### src/include/home_agent_cfg.svh
// Constants for the home agent coherence flow and its event counter.
`ifndef HOME_AGENT_CFG_SVH
`define HOME_AGENT_CFG_SVH
// ----------------------------------------
// Opcode match register
// ----------------------------------------
// Register number of the opcode match register.
`define MATCH_REG_ADDR 32'h0000_0396
// Reset value, which matches no opcode.
`define MATCH_RESET 64'h0000_0000_0000_0000
// Match value that selects no opcode at all.
`define MATCH_NONE 64'h0000_0000_0000_0000
`define MATCH_FWD_INV 64'h4000_1900_0000_0000
`define MATCH_FWD_SHR 64'h4000_1a00_0000_0000
`define MATCH_INV_WB 64'h4000_1d00_0000_0000
// ----------------------------------------
// Event codes
// ----------------------------------------
`define EV_LLC_HIT 8'h08
`define EV_LLC_MISS 8'h09
`define EV_LINES_ALLOC 8'h0a
`define EV_LINES_VICTIM 8'h0b
`define EV_OPC_MATCH 8'h35
`define EV_HOME_REQ 8'h20
`define EV_NORMAL_RD 8'h2c
`define EV_FULL_WR 8'h2f
// ----------------------------------------
// Unit masks
// ----------------------------------------
// Traffic source for the opcode match event.
`define UM_IO_HUB 8'h01
`define UM_REMOTE 8'h02
`define UM_LOCAL 8'h04
// Home request kinds.
`define UM_HOME_LRD 8'h01
`define UM_HOME_RRD 8'h02
`define UM_HOME_LWR 8'h04
`define UM_HOME_RWR 8'h08
// Coherence state of allocated or victimized lines.
`define UM_ST_M 8'h01
`define UM_ST_E 8'h02
`define UM_ST_S 8'h04
`define UM_ST_I 8'h08
`define UM_ST_F 8'h10
`endif

### src/include/home_agent_pkg.sv
// Types shared by the home agent coherence flow modules.
package home_agent_pkg;
  // Request kinds issued after a cache miss.
  typedef enum logic [1:0] {OP_READ_DATA, OP_READ_OWN, OP_INV_EXCL} req_op_t;
  // Coherence state of a line in the last-level cache.
  typedef enum logic [2:0] {ST_I, ST_S, ST_E, ST_M, ST_F} llc_state_t;
  // Cache lookup and fill events.
  typedef enum logic [1:0] {LK_HIT, LK_MISS, LK_ALLOC, LK_VICTIM} llc_kind_t;
  // Traffic source of a snoop.
  typedef enum logic [1:0] {SRC_IO_HUB, SRC_REMOTE, SRC_LOCAL} src_t;
  // Snoop response opcodes.
  typedef enum logic [1:0] {RSP_NONE, RSP_FWD_INV, RSP_FWD_SHR,
                            RSP_INV_WB} resp_op_t;
  // Miss flow states.
  typedef enum logic [1:0] {FL_IDLE, FL_WAIT, FL_WB, FL_FILL} flow_t;
  // One cycle of countable events.
  typedef struct packed {
    logic       llc_valid;
    llc_kind_t  llc_kind;
    llc_state_t llc_state;
    resp_op_t   resp;
    src_t       resp_src;
    logic       home_lrd;
    logic       home_rrd;
    logic       home_lwr;
    logic       home_rwr;
    logic       norm_rd;
    logic       full_wr;
  } evt_t;
  // Whole state of the flow module.
  typedef struct packed {
    flow_t       st;
    req_op_t     op;
    logic        home_local;
    logic        rsp_cache;
    logic        rsp_mod;
    logic        miss_ready;
    logic        query_all;
    logic        link_req;
    logic        mc_req;
    logic        home_done;
    logic        mc_wb;
    logic        link_fwd;
    logic        fill_valid;
    logic        fill_home;
    logic        llc_inv;
    logic        home_supply;
    logic [63:0] match;
    logic [63:0] rdata;
    evt_t        ev;
  } flow_state_t;
endpackage

### src/include/evt_if.sv
// Event and counter signals between the flow and its counter logic.
`timescale 1ns/10ps
`default_nettype none
interface evt_if #(parameter int CNT_W = 48);
  import home_agent_pkg::*;
  logic [7:0]       code;  // Selected event code.
  logic [7:0]       umask; // Selected unit mask.
  logic [63:0]      match; // Opcode match value.
  evt_t             ev;    // Events of this cycle.
  logic             en;    // Counter enable.
  logic             clr;   // Counter clear.
  logic             inc;   // Selected event occurred.
  logic [CNT_W-1:0] count; // Counter value.
  modport src (output code, umask, match, ev, en, clr, input count);
  modport sel (input code, umask, match, ev, output inc);
  modport cnt (input en, clr, inc, output count);
endinterface
`default_nettype wire

### src/design/event_counter.sv
// Wrapping event counter driven by the selected event.
`timescale 1ns/10ps
`default_nettype none
module event_counter
  import home_agent_pkg::*;
#(
  parameter int CNT_W = 48
) (
  input wire logic clk,
  input wire logic rst_n,
  evt_if.cnt       bus
);
  // Whole state of the counter.
  typedef struct packed {
    logic [CNT_W-1:0] count;
  } cnt_state_t;
  cnt_state_t s_r;   // Registered state.
  cnt_state_t s_nxt; // Next state.

  // ----------------------------------------
  // Counting
  // ----------------------------------------
  // Clear wins over a coincident event, so software sees a clean start.
  always_comb begin
    s_nxt = s_r;
    if (bus.clr) begin
      s_nxt.count = '0;
    end else if (bus.en && bus.inc) begin
      s_nxt.count = s_r.count + 1'b1;
    end
  end

  // Registers the state.
  always_ff @(posedge clk) begin
    if (!rst_n) begin
      s_r <= '0;
    end else begin
      s_r <= s_nxt;
    end
  end

  assign bus.count = s_r.count;
endmodule
`default_nettype wire

### src/design/event_select.sv
// Event selection by event code, unit mask and opcode match value.
`timescale 1ns/10ps
`default_nettype none
`include "home_agent_cfg.svh"
module event_select
  import home_agent_pkg::*;
(
  evt_if.sel bus
);
  // ----------------------------------------
  // Decode helpers
  // ----------------------------------------
  // Unit mask bit that stands for a line state.
  function automatic logic [7:0] state_bit(input llc_state_t s);
    case (s)
      ST_M:    state_bit = `UM_ST_M;
      ST_E:    state_bit = `UM_ST_E;
      ST_S:    state_bit = `UM_ST_S;
      ST_F:    state_bit = `UM_ST_F;
      default: state_bit = `UM_ST_I;
    endcase
  endfunction

  // Unit mask bit that stands for a traffic source.
  function automatic logic [7:0] src_bit(input src_t s);
    case (s)
      SRC_IO_HUB: src_bit = `UM_IO_HUB;
      SRC_REMOTE: src_bit = `UM_REMOTE;
      default:    src_bit = `UM_LOCAL;
    endcase
  endfunction

  // Match value that selects a response opcode.
  function automatic logic [63:0] opc_code(input resp_op_t r);
    case (r)
      RSP_FWD_INV: opc_code = `MATCH_FWD_INV;
      RSP_FWD_SHR: opc_code = `MATCH_FWD_SHR;
      RSP_INV_WB:  opc_code = `MATCH_INV_WB;
      default:     opc_code = `MATCH_NONE;
    endcase
  endfunction

  // ----------------------------------------
  // Selection
  // ----------------------------------------
  // One increment per cycle at most, for the selected event only.
  always_comb begin
    case (bus.code)
      `EV_LLC_HIT:  bus.inc = bus.ev.llc_valid && bus.ev.llc_kind == LK_HIT;
      `EV_LLC_MISS: bus.inc = bus.ev.llc_valid && bus.ev.llc_kind == LK_MISS;
      `EV_LINES_ALLOC: bus.inc = bus.ev.llc_valid &&
        bus.ev.llc_kind == LK_ALLOC &&
        |(bus.umask & state_bit(bus.ev.llc_state));
      `EV_LINES_VICTIM: bus.inc = bus.ev.llc_valid &&
        bus.ev.llc_kind == LK_VICTIM &&
        |(bus.umask & state_bit(bus.ev.llc_state));
      // opcode match; a zero match value counts nothing.
      `EV_OPC_MATCH: bus.inc = bus.ev.resp != RSP_NONE &&
        bus.match != `MATCH_NONE &&
        bus.match == opc_code(bus.ev.resp) &&
        |(bus.umask & src_bit(bus.ev.resp_src));
      `EV_HOME_REQ: bus.inc =
        |(bus.umask & {4'h0, bus.ev.home_rwr, bus.ev.home_lwr,
                       bus.ev.home_rrd, bus.ev.home_lrd});
      `EV_NORMAL_RD: bus.inc = bus.ev.norm_rd;
      `EV_FULL_WR:   bus.inc = bus.ev.full_wr;
      // Unknown codes count nothing.
      default: bus.inc = 1'b0;
    endcase
  end
endmodule
`default_nettype wire

### src/design/home_agent_flow.sv
// Home agent request, snoop and event counting flow of one socket.
//
// How it works
// - Miss address picks local or remote home.
// - Local home: memory request with the queries.
// - Remote home: request goes over the link.
// - Every miss queries all caching agents concurrently.
// - Remote cache answers first: local home request superseded.
// - Modified line answering a read of a local line: write back.
// - Local snoop hitting the cache: home told done.
// - Modified line, load snoop: writeback if local, forward line.
// - Modified read hit on a local line: writeback before fill.
// - Ownership read of modified line: no writeback.
// - Ownership snoop on shared line: invalidate, home supplies.
// - Opcode event 35H uses register 0x396.
// - Match values select forward and writeback opcodes.
// - Unit mask picks I/O hub, remote, local.
// - Hit and miss events at 08H, 09H.
// - Allocated and victimized lines by state.
// - Full write count adds one per cycle with any full line write.
// - Remote uncached and local cached writes counted.
// - Normal reads only reads; home reads include upgrades.
// - Bandwidth events at 20H, 2CH, 2FH.
// - Read snoop of modified local line writes back.
`timescale 1ns/10ps
`default_nettype none
`include "home_agent_cfg.svh"
module home_agent_flow
  import home_agent_pkg::*;
#(
  parameter int         ADDR_W     = 40,   // Physical address width.
  parameter int         HOME_BIT   = 39,   // Address bit naming the home.
  parameter logic       LOCAL_HOME = 1'b0, // Home bit value of this socket.
  parameter int         CNT_W      = 48    // Event counter width.
) (
  input  wire logic              CLK,
  input  wire logic              RST_N,
  input  wire logic              MISS_VALID,
  input  wire logic [ADDR_W-1:0] MISS_ADDR,
  input  wire req_op_t           MISS_OP,
  output logic                   MISS_READY,
  output logic                   QUERY_ALL,
  output logic                   LINK_REQ,
  output logic                   MC_REQ,
  input  wire logic              RSP_VALID,
  input  wire logic              RSP_FROM_CACHE,
  input  wire logic              RSP_MOD,
  output logic                   HOME_DONE,
  output logic                   MC_WB,
  output logic                   LINK_FWD,
  output logic                   FILL_VALID,
  output logic                   FILL_FROM_HOME,
  input  wire logic              SNPIN_VALID,
  input  wire logic [ADDR_W-1:0] SNPIN_ADDR,
  input  wire logic              SNPIN_OWN,
  input  wire src_t              SNPIN_SRC,
  input  wire llc_state_t        LLC_STATE,
  output logic                   LLC_INV,
  output logic                   HOME_SUPPLY,
  input  wire logic              LLC_EVT_VALID,
  input  wire llc_kind_t         LLC_EVT_KIND,
  input  wire llc_state_t        LLC_EVT_STATE,
  input  wire logic              UC_WR_VALID,
  input  wire logic              UC_WR_REMOTE,
  input  wire logic              REG_WR,
  input  wire logic              REG_RD,
  input  wire logic [31:0]       REG_ADDR,
  input  wire logic [63:0]       REG_WDATA,
  output logic [63:0]            REG_RDATA,
  input  wire logic [7:0]        CNT_CODE,
  input  wire logic [7:0]        CNT_UMASK,
  input  wire logic              CNT_EN,
  input  wire logic              CNT_CLR,
  output logic [CNT_W-1:0]       CNT_VALUE
);
  // ----------------------------------------
  // Declarations
  // ----------------------------------------
  flow_state_t s_r;       // Registered state.
  flow_state_t s_nxt;     // Next state.
  logic        take;      // Miss accepted this cycle.
  logic        miss_loc;  // Miss line is homed here.
  logic        rsp_take;  // Answer taken while waiting.
  logic        snp_loc;   // Snooped line is homed here.
  logic        snp_held;  // Snooped line is present in the cache.
  logic        snp_mod;   // Snooped line is modified.
  logic        snp_shf;   // Snooped line is shared or forward.
  logic        reg_hit;   // Register access hits the match register.
  logic [CNT_W-1:0] cnt_q; // Counter value from the counter logic.

  evt_if #(.CNT_W(CNT_W)) ebus ();

  // ----------------------------------------
  // Home decode
  // ----------------------------------------
  // True when an address is homed on this socket's memory controller.
  function automatic logic is_local(input logic [ADDR_W-1:0] a);
    is_local = (a[HOME_BIT] == LOCAL_HOME);
  endfunction

  assign miss_loc = is_local(MISS_ADDR);
  assign snp_loc  = is_local(SNPIN_ADDR);
  // A miss is taken only while the ready flag stands.
  assign take     = MISS_VALID && s_r.miss_ready;
  assign rsp_take = RSP_VALID && s_r.st == FL_WAIT;
  assign snp_held = LLC_STATE != ST_I;
  assign snp_mod  = LLC_STATE == ST_M;
  assign snp_shf  = LLC_STATE == ST_S || LLC_STATE == ST_F;
  assign reg_hit  = REG_ADDR == `MATCH_REG_ADDR;

  // ----------------------------------------
  // Next state
  // ----------------------------------------
  // Miss flow, incoming snoops and register port share one process, so
  // strobes that both raise in one cycle merge into a single pulse.
  always_comb begin
    s_nxt = s_r;
    // Strobes last one cycle.
    s_nxt.query_all   = 1'b0;
    s_nxt.link_req    = 1'b0;
    s_nxt.mc_req      = 1'b0;
    s_nxt.home_done   = 1'b0;
    s_nxt.mc_wb       = 1'b0;
    s_nxt.link_fwd    = 1'b0;
    s_nxt.fill_valid  = 1'b0;
    s_nxt.fill_home   = 1'b0;
    s_nxt.llc_inv     = 1'b0;
    s_nxt.home_supply = 1'b0;
    s_nxt.ev          = '0;

    case (s_r.st)
      // Waits for a miss.
      FL_IDLE: begin
        if (take) begin
          s_nxt.op         = MISS_OP;
          s_nxt.home_local = miss_loc;
          s_nxt.query_all  = 1'b1;
          s_nxt.link_req   = 1'b1;
          s_nxt.mc_req     = miss_loc;
          s_nxt.ev.home_lrd = miss_loc;
          s_nxt.ev.norm_rd  = miss_loc && MISS_OP != OP_INV_EXCL;
          s_nxt.st          = FL_WAIT;
        end
      end
      // Waits for the first answer from a cache or a home.
      FL_WAIT: begin
        if (rsp_take) begin
          s_nxt.rsp_cache = RSP_FROM_CACHE;
          s_nxt.rsp_mod   = RSP_MOD;
          s_nxt.home_done = RSP_FROM_CACHE && s_r.home_local;
          // modified read of a local line goes to memory first
          if (RSP_MOD && s_r.op == OP_READ_DATA && s_r.home_local) begin
            s_nxt.st = FL_WB;
          end else begin
            s_nxt.st = FL_FILL;
          end
        end
      end
      // Writes the new line version to local memory.
      FL_WB: begin
        s_nxt.mc_wb       = 1'b1;
        s_nxt.ev.full_wr  = 1'b1;
        s_nxt.ev.home_lwr = 1'b1;
        s_nxt.st          = FL_FILL;
      end
      // Hands the line to the requester.
      FL_FILL: begin
        s_nxt.fill_valid = 1'b1;
        // modified reads come from home, ownership reads do not
        s_nxt.fill_home  = !s_r.rsp_cache ||
                           (s_r.rsp_mod && s_r.op == OP_READ_DATA);
        s_nxt.st         = FL_IDLE;
      end
      // Unreachable codes fall back to idle.
      default: begin
        s_nxt.st = FL_IDLE;
      end
    endcase
    // A new miss may be offered once the flow is idle again.
    s_nxt.miss_ready = s_nxt.st == FL_IDLE;

    // Incoming snoop, answered in the cycle after it arrives.
    if (SNPIN_VALID) begin
      s_nxt.ev.resp_src = SNPIN_SRC;
      // cache holds it, home is done
      if (snp_loc && snp_held) begin
        s_nxt.home_done = 1'b1;
      end
      if (snp_loc && SNPIN_SRC == SRC_REMOTE) begin
        s_nxt.ev.home_rrd = 1'b1;
      end
      if (snp_mod && !SNPIN_OWN) begin
        s_nxt.mc_wb       = snp_loc;
        s_nxt.ev.full_wr  = snp_loc;
        s_nxt.ev.home_lwr = snp_loc;
        s_nxt.link_fwd    = 1'b1;
        s_nxt.ev.resp     = RSP_INV_WB;
      end else if (snp_mod && SNPIN_OWN) begin
        s_nxt.link_fwd    = 1'b1;
        s_nxt.llc_inv     = 1'b1;
        s_nxt.ev.resp     = RSP_FWD_INV;
      end else if (snp_shf && SNPIN_OWN) begin
        s_nxt.llc_inv     = 1'b1;
        s_nxt.home_supply = 1'b1;
        s_nxt.ev.resp     = RSP_FWD_INV;
      end else if (snp_held && SNPIN_OWN) begin
        // Exclusive clean line moves to the requester.
        s_nxt.llc_inv     = 1'b1;
        s_nxt.link_fwd    = 1'b1;
        s_nxt.ev.resp     = RSP_FWD_INV;
      end else if (snp_held) begin
        // Clean line is shared with the requester.
        s_nxt.link_fwd    = 1'b1;
        s_nxt.ev.resp     = RSP_FWD_SHR;
      end
    end

    if (UC_WR_VALID) begin
      s_nxt.ev.full_wr  = 1'b1;
      s_nxt.ev.home_rwr = UC_WR_REMOTE;
    end

    s_nxt.ev.llc_valid = LLC_EVT_VALID;
    s_nxt.ev.llc_kind  = LLC_EVT_KIND;
    s_nxt.ev.llc_state = LLC_EVT_STATE;

    if (REG_WR && reg_hit) begin
      s_nxt.match = REG_WDATA;
    end
    if (REG_RD) begin
      // Other register numbers read as zero.
      s_nxt.rdata = reg_hit ? s_r.match : '0;
    end
  end

  // ----------------------------------------
  // State register
  // ----------------------------------------
  // Synchronous reset; the match register comes up matching nothing.
  always_ff @(posedge CLK) begin
    if (!RST_N) begin
      s_r       <= '0;
      s_r.match <= `MATCH_RESET;
    end else begin
      s_r <= s_nxt;
    end
  end

  // ----------------------------------------
  // Event counting
  // ----------------------------------------
  // Events reach the counter one cycle after their cause; the counter
  // therefore lags the flow outputs by one further cycle.
  assign ebus.code  = CNT_CODE;
  assign ebus.umask = CNT_UMASK;
  assign ebus.match = s_r.match;
  assign ebus.ev    = s_r.ev;
  assign ebus.en    = CNT_EN;
  assign ebus.clr   = CNT_CLR;
  assign cnt_q      = ebus.count;

  event_select u_sel (
    .bus (ebus.sel)
  );

  event_counter #(.CNT_W(CNT_W)) u_cnt (
    .clk   (CLK),
    .rst_n (RST_N),
    .bus   (ebus.cnt)
  );

  // ----------------------------------------
  // Outputs
  // ----------------------------------------
  // Every output is a flip-flop of the state or the counter.
  assign MISS_READY     = s_r.miss_ready;
  assign QUERY_ALL      = s_r.query_all;
  assign LINK_REQ       = s_r.link_req;
  assign MC_REQ         = s_r.mc_req;
  assign HOME_DONE      = s_r.home_done;
  assign MC_WB          = s_r.mc_wb;
  assign LINK_FWD       = s_r.link_fwd;
  assign FILL_VALID     = s_r.fill_valid;
  assign FILL_FROM_HOME = s_r.fill_home;
  assign LLC_INV        = s_r.llc_inv;
  assign HOME_SUPPLY    = s_r.home_supply;
  assign REG_RDATA      = s_r.rdata;
  assign CNT_VALUE      = cnt_q;
endmodule
`default_nettype wire

### config.mk
export PLATFORM = sky130hd
export DESIGN_NAME = home_agent_flow
export DESIGN_NICKNAME = d
export VERILOG_FILES = /design/src/include/home_agent_pkg.sv /design/src/include/evt_if.sv /design/src/design/event_counter.sv /design/src/design/event_select.sv /design/src/design/home_agent_flow.sv
export VERILOG_INCLUDE_DIRS = /design/src /design/src/include
export SDC_FILE = /design/constraint.sdc
export NUM_CORES = 1
export LEC_CHECK = 0
export ABC_CLOCK_PERIOD_IN_PS = 2410
export BUFFER_PORTS_ARGS = -buffer_cell sky130_fd_sc_hd__clkbuf_2
export CORE_ASPECT_RATIO = 1.25
export CORE_MARGIN = 1
export CORE_UTILIZATION = 45
export CTS_CLUSTER_SIZE = 14
export DETAILED_ROUTE_END_ITERATION = 8
export PLACE_DENSITY = 0.69
export SETUP_SLACK_MARGIN = 0.02
export SLEW_MARGIN = 20
export SYNTH_ARGS = -nofsm -noshare
export SYNTH_HDL_FRONTEND = slang
export SYNTH_SLANG_ARGS = --single-unit
### constraint.sdc
create_clock -name CLK -period 2.41 [get_ports CLK]
set_input_delay 0.241 -clock CLK [delete_from_list [all_inputs] [get_ports CLK]]
set_output_delay 0.241 -clock CLK [all_outputs]
set_load 0.01 [all_outputs]
# [Word level (Yosys, flattened, before mapping)]
# Index checks and enable logic that the tools add are counted.
[classes] add_sub_neg=1 eq_ne=29 muxes=39 n_bitwise=8 n_reduce_logical=50
[ops] operator="63-bit one-hot mux with 3 select lines" n=1
[ops] operator="64-bit 2-to-1 mux" n=2
[ops] operator="64-bit == test" n=1
[ops] operator="64-bit nonzero test" n=1
[ops] operator="48-bit by 1-bit adder with 48-bit output, second input constant" n=1
[ops] operator="32-bit by 10-bit == test with 1-bit output, second input constant" n=1
[ops] operator="8-bit by 4-bit == test with 1-bit output, second input constant" n=4
[ops] operator="8-bit by 6-bit == test with 1-bit output, second input constant" n=4
[ops] operator="8-bit OR reduction" n=4
[ops] operator="8-bit AND" n=3
[ops] operator="1-bit logical AND" n=24
[ops] operator="8-bit 2-to-1 mux" n=3
[ops] operator="5-bit one-hot mux with 4 select lines" n=1
[ops] operator="1-bit 2-to-1 mux" n=19
[ops] operator="2-bit 2-to-1 mux" n=7
[ops] operator="2-bit == test, second input constant" n=6
[ops] operator="2-bit AND reduction" n=6
[ops] operator="2-bit by 1-bit == test with 1-bit output, second input constant" n=5
[ops] operator="2-bit zero test" n=5
[ops] operator="3-bit by 2-bit == test with 1-bit output, second input constant" n=3
[ops] operator="8-bit by 4-bit AND with 8-bit output" n=1
[ops] operator="1-bit one-hot mux with 8 select lines" n=1
[ops] operator="2-bit one-hot mux with 4 select lines" n=1
[ops] operator="3-bit by 1-bit == test with 1-bit output, second input constant" n=2
[ops] operator="14 further kinds" n=21
[word_totals] ff_bits=209 in_bits=219 out_inout_bits=123 word_cells=156

# [Depth between registers and ports, before layout]
[logic_depth] word_depth=8 mapped_depth=9 mapped_depth_nobuf=6

# [Cells and area by module]
# A second synthesis with hierarchy kept.
[hier_totals] hier_cells=1141 area_unflattened_um2=9700.6
[modules_own_cells] mod="home_agent_flow" n_inst=1 cells_per_inst=809 area_per_inst_um2=7069.3 seq_area_each_um2=3183.1
[modules_own_cells] mod="event_counter" n_inst=1 cells_per_inst=269 area_per_inst_um2=2232.1 seq_area_each_um2=960.9
[modules_own_cells] mod="event_select" n_inst=1 cells_per_inst=63 area_per_inst_um2=399.1 seq_area_each_um2=0.0

# [Least setup slack after synthesis]
# OpenSTA, ideal clock, no wires.
[synth_path] kind="reg2reg" start="register u_cnt.s_r, in the netlist u_cnt.bus.count[7]" end="register u_cnt.s_r, in the netlist u_cnt.bus.count[46]" setup_time_ns=0.072 t_arrival_ns=2.045 required_ns=2.338 setup_slack_ns=0.293 stages_incl_launch_ff=8 path_buffers=1 period_less_slack_ns=2.117 cell_sequence="dfxtp_1 buf_2 and4_1 nand4_4 nor3_1 nand4_1 a211oi_2 mux2i_1"
[synth_between] elab_chain_cells=1
[synth_lines] item="start: declaration" line_no="event_counter.sv:17" text="cnt_state_t s_r;"
[synth_lines] item="start signal: assignment" line_no="event_counter.sv:38" text="s_r <= s_nxt;"
[synth_lines] item="48-bit by 1-bit adder with 48-bit output" line_no="event_counter.sv:29" text="s_nxt.count = s_r.count + 1'b1;"
# Every way passes these cells.
# A chain may end at the register's enable or synchronous reset.

# [Final worst setup path]
[layout_path] start="register ebus.match[1] (netlist name)" end="register u_cnt.s_r, in the netlist u_cnt.bus.count[6]"
[layout_between] elab_chain_cells=6 word_cells_on_any_way=7 cone_classes="1 x eq/ne; 1 x mux; 5 x reduce/logical"
[layout_lines] item="64-bit nonzero test (no line)"
[layout_lines] item="1-bit logical AND (no line)"
[layout_lines] item="1-bit logical AND * (2 in a row)" line_no="event_select.sv:58" text="`EV_OPC_MATCH: bus.inc = bus.ev.resp != RSP_NONE &&"
[layout_lines] item="1-bit one-hot mux with 8 select lines *" line_no="event_select.sv:48" text="case (bus.code)"
[layout_lines] item="1-bit logical AND *" line_no="event_counter.sv:28" text="end else if (bus.en && bus.inc) begin"
# Mark *: on every way between the ends. The rest lies on a longest branch, timed or not.

==> metrics.yaml <==
global_route:
  grt_pass1_vias: 8538
  grt_overflow: 0
  grt_max_degree: 129
  antenna_found_initial: 2
  grt_pass1_wl_mm: 42.4
  grtUsageTotal_pct: 22.4
synth:
  synth_top_cell_by_area: "dfxtp_1"
  avgSynthCellArea_sq_um: 9.29
  synth_top_family_by_area: "simple AND/OR/NAND/NOR gates"
  synth_area_leaders: "dfxtp_1 (40%), mux2i_1 (11%), nand2b_1 (7.0%), buf_4 (4.9%), a21boi_1 (4.4%)"
  synth_most_common_cell: "dfxtp_1"
  synth_ff_type: "dfxtp_1"
  yosysSeqAreaShare_pct: 40.3
  synthTopCellsByCount: "dfxtp_1 (207), mux2i_1 (116), nand2b_1 (115), nand3_1 (86), nand2_1 (85)"
  synth-edff-count: 0
  synth_adder_area_share_pct: 0.122
  synth_compound_area_share_pct: 13.4
  synthDistinctLibCells: 55
  yosysTopAreaCellShare_pct: 40.3
  ys_async_sr_fraction_pct: 0
  synth_xor_xnor_area_share_pct: 0.255
  synth_area_sq_mm: 0.0103
  netlist_instances: 1108
  synth_nets: 1328
  synth-simple-area-share_pct: 26.4
  synth_seq_cells: 207
  synth_mux_area_share_pct: 11.3
  yosysWarningCount: 0
power:
  ir_drop_mv: 0.596
  power_mw: 7.33
  power.density_mw_per_mm2: 548
  p_leak_nw: 4.90
worst_setup_path:
  r2r_slack_ns: 0.13
  critical_path_class: "flip-flop to flip-flop"
  crit_arrival_ns: 2.70
  cp_slowest_cell: "dfxtp_1"
  path_cells: "nor4_4 -> nand4_1 -> nor3_2 -> buf_4 -> a41oi_4 -> buf_12 -> buf_12 -> a2111oi_2 -> mux2i_1"
  crit_top_cell: "buf_12"
  reg2regPathDepth: 9
  start_kind: "flip-flop"
  r2r_end: "u_cnt.bus.count[6]"
  crit_buf_inv: 3
  crit_fanout: 8
  required_ns: 2.84
  crit_path_start: "ebus.match[1]"
  endpoint_kind: "flip-flop"
  worst_path_largest_cell_delay_ns: 0.35
  path_delay_family: "simple AND/OR/NAND/NOR gates"
  r2r-start: "ebus.match[1]"
cts:
  cts_made_buffers: 23
  insertion_delay_ns: 0.51
  cts_tree: "done"
  clk_pin_slew_ns: 0.06
  cts_root_buffer: "clkbuf_16"
  htreeDepth: 1
  cts_max_path_buffers: 3
  clock-sinks: 207
drt:
  first_pass_iters: 4
  num_vias: 8707
  drt_iter0_drc: 469
  wl_per_cell_um: 15.9
  viasPerCell: 5.19
  routed_wl_mm: 26.6
  antenna_left: 0
  drcViolationCount: 0
run:
  cap_violations: 0
placed_design:
  dp_hpwl_mm: 17.9
  place_congestion: 0.830
  placed_cell_area_sq_mm: 0.0118
  port-buffer-count: 260
  placed_cells: 1571
worst_hold_path:
  holdPathEnd: "ebus.ev[6]"
  hold_depth: 2
  hp-start: "SNPIN_SRC[0]"
  holdCritPathClass: "primary input to flip-flop"
sta:
  finalCritPeriodShare_pct: 94.5
  max_freq_ghz: 0.439
  slew_headroom_pct: 52.4
  rsz0062_at_grt: "no"
  setup_viol: 0
  finalMaxSlewViolations: 0
  hold_viol: 0
  setup_tns_ns: 0
  fin_skew_ns: 0.0199
  hold_slack_ns: 0.0156
  tightestPinTransition_ns: 0.708
  min_period_ns: 2.28
die:
  dieArea_sq_mm: 0.0235
  die-width_um: 137
  rows: 61
  ios: 342
  die_h_um: 171
  design.core.area_sq_mm: 0.0224
  initial_utilization_pct: 46.0
final_layout:
  layout.nets: 1600
  instances_no_fill: 1677
  fillers: 1930
  final_area_sq_mm: 0.0134
  drive_above_1_share_pct: 30.9
  area_growth_pct: 30.0
outcome:
  status: "finished, final reports clean"
==> state kept, by name (all words and copies together) (netlist names) <==
register         flops
REG_RDATA           64
ebus.match          64
u_cnt.bus.count     48
ebus.ev             15
s_r                  7
FILL_FROM_HOME       1
FILL_VALID           1
HOME_DONE            1
HOME_SUPPLY          1
LINK_FWD             1
LLC_INV              1
MC_WB                1
MISS_READY           1
QUERY_ALL            1
==> power breakdown <==
part	total (mW)	internal [mW]	switching, mW	leakage, nW
combinational	0.509	0.280	0.229	2.88
sequential	3.47	3.45	0.0204	1.67
clock	3.36	1.97	1.38	0.351
total	7.33	5.70	1.63	4.90
==> timing repair <==
action / 4_1_cts / 5_1_grt
hold buffers: 66 / 0
endpoints found under the hold margin: 67 / 0
setup endpoints to repair: 47 / 36
gates resized for setup: 6 / 17
pin swaps: 2 / 7
setup buffers: 1 / 0
==> metrics by stage <==
stage	utilization [%]	setup slack [ns]
finish	59.8	0.133
floorplan	-	0.293
global route	59.8	0.00775
CTS	59.2	0.0200
global placement	52.8	-0.158
detailed placement	52.8	-0.218
==> cell usage in the layout, fill, tap and decap left out, types with 3 or more instances in the layout <==
cell type,count
nor3_1,8
a21boi_1,61
nand4_1,24
clkbuf_2,258
mux2i_1,116
clkinv_2,4
a22o_1,3
buf_4,55
clkbuf_1,4
o21ai_0,5
nor4_4,3
and3_1,11
nor4_1,9
nor4_2,6
nor2b_1,71
nor3b_1,4
a2111oi_4,7
clkbuf_16,23
buf_12,12
clkbuf_8,4
a21boi_0,8
dfxtp_1,205
a211oi_2,29
nor2_1,24
nand3_1,86
and4_1,6
nor4b_1,4
a21oi_1,4
and2_1,10
dlygate4sd3_1,66
inv_1,5
nand2b_1,115
a2111oi_2,11
nand2_1,85
a211oi_1,3
==> per-layer routing <==
layer | part of all wire, % | track usage, %
met1 | 41 | 26.3
met2 | 50 | 39.0
met3 | 6.1 | 5.24
met4 | 2.6 | 8.27
met5 | 0 | 0
==> cell families after synthesis <==
group / after synthesis
AO/OA/AOI/OAI: 148
multiplexers: 116
flip-flops: 207
buffers and inverters: 149
AND/OR/NAND/NOR: 484
adder cells (fa/ha/maj): 1
XOR/XNOR: 3
==> worst max path at each step <==
stage                          endpoint  slack [ns]  cells after the start
floorplan           u_cnt.bus.count[46]        0.29                      7
global placement    u_cnt.bus.count[10]       -0.16                      8
CTS                 u_cnt.bus.count[16]        0.02                     10
global route        u_cnt.bus.count[34]       0.008                     10
detailed placement  u_cnt.bus.count[16]       -0.22                     10
finish               u_cnt.bus.count[6]        0.13                      9
==> layout make-up <==
cell class | count | area (sq um) | share of cell area, %
Timing Repair Buffer | 391 | 2610 | 19.5
Sequential cell | 207 | 4150 | 31.0
Inverter | 5 | 18.8 | 0.140
Multi-Input combinational cell | 752 | 5540 | 41.4
Clock buffer | 31 | 646 | 4.83
Tap cell | 283 | 354 | 2.65
Antenna cell | 1 | 2.50 | 0.0187
Clock inverter | 7 | 66.3 | 0.496
==> worst reg2reg max path, stage by stage (launching register included) <==
cell and delay, ns:
dfxtp_1 0.35, nor4_4 0.28, nand4_1 0.20, nor3_2 0.20
buf_4 0.16, a41oi_4 0.13, buf_12 0.18, buf_12 0.15
a2111oi_2 0.34, mux2i_1 0.22
(Power assumes the default switching activity.)
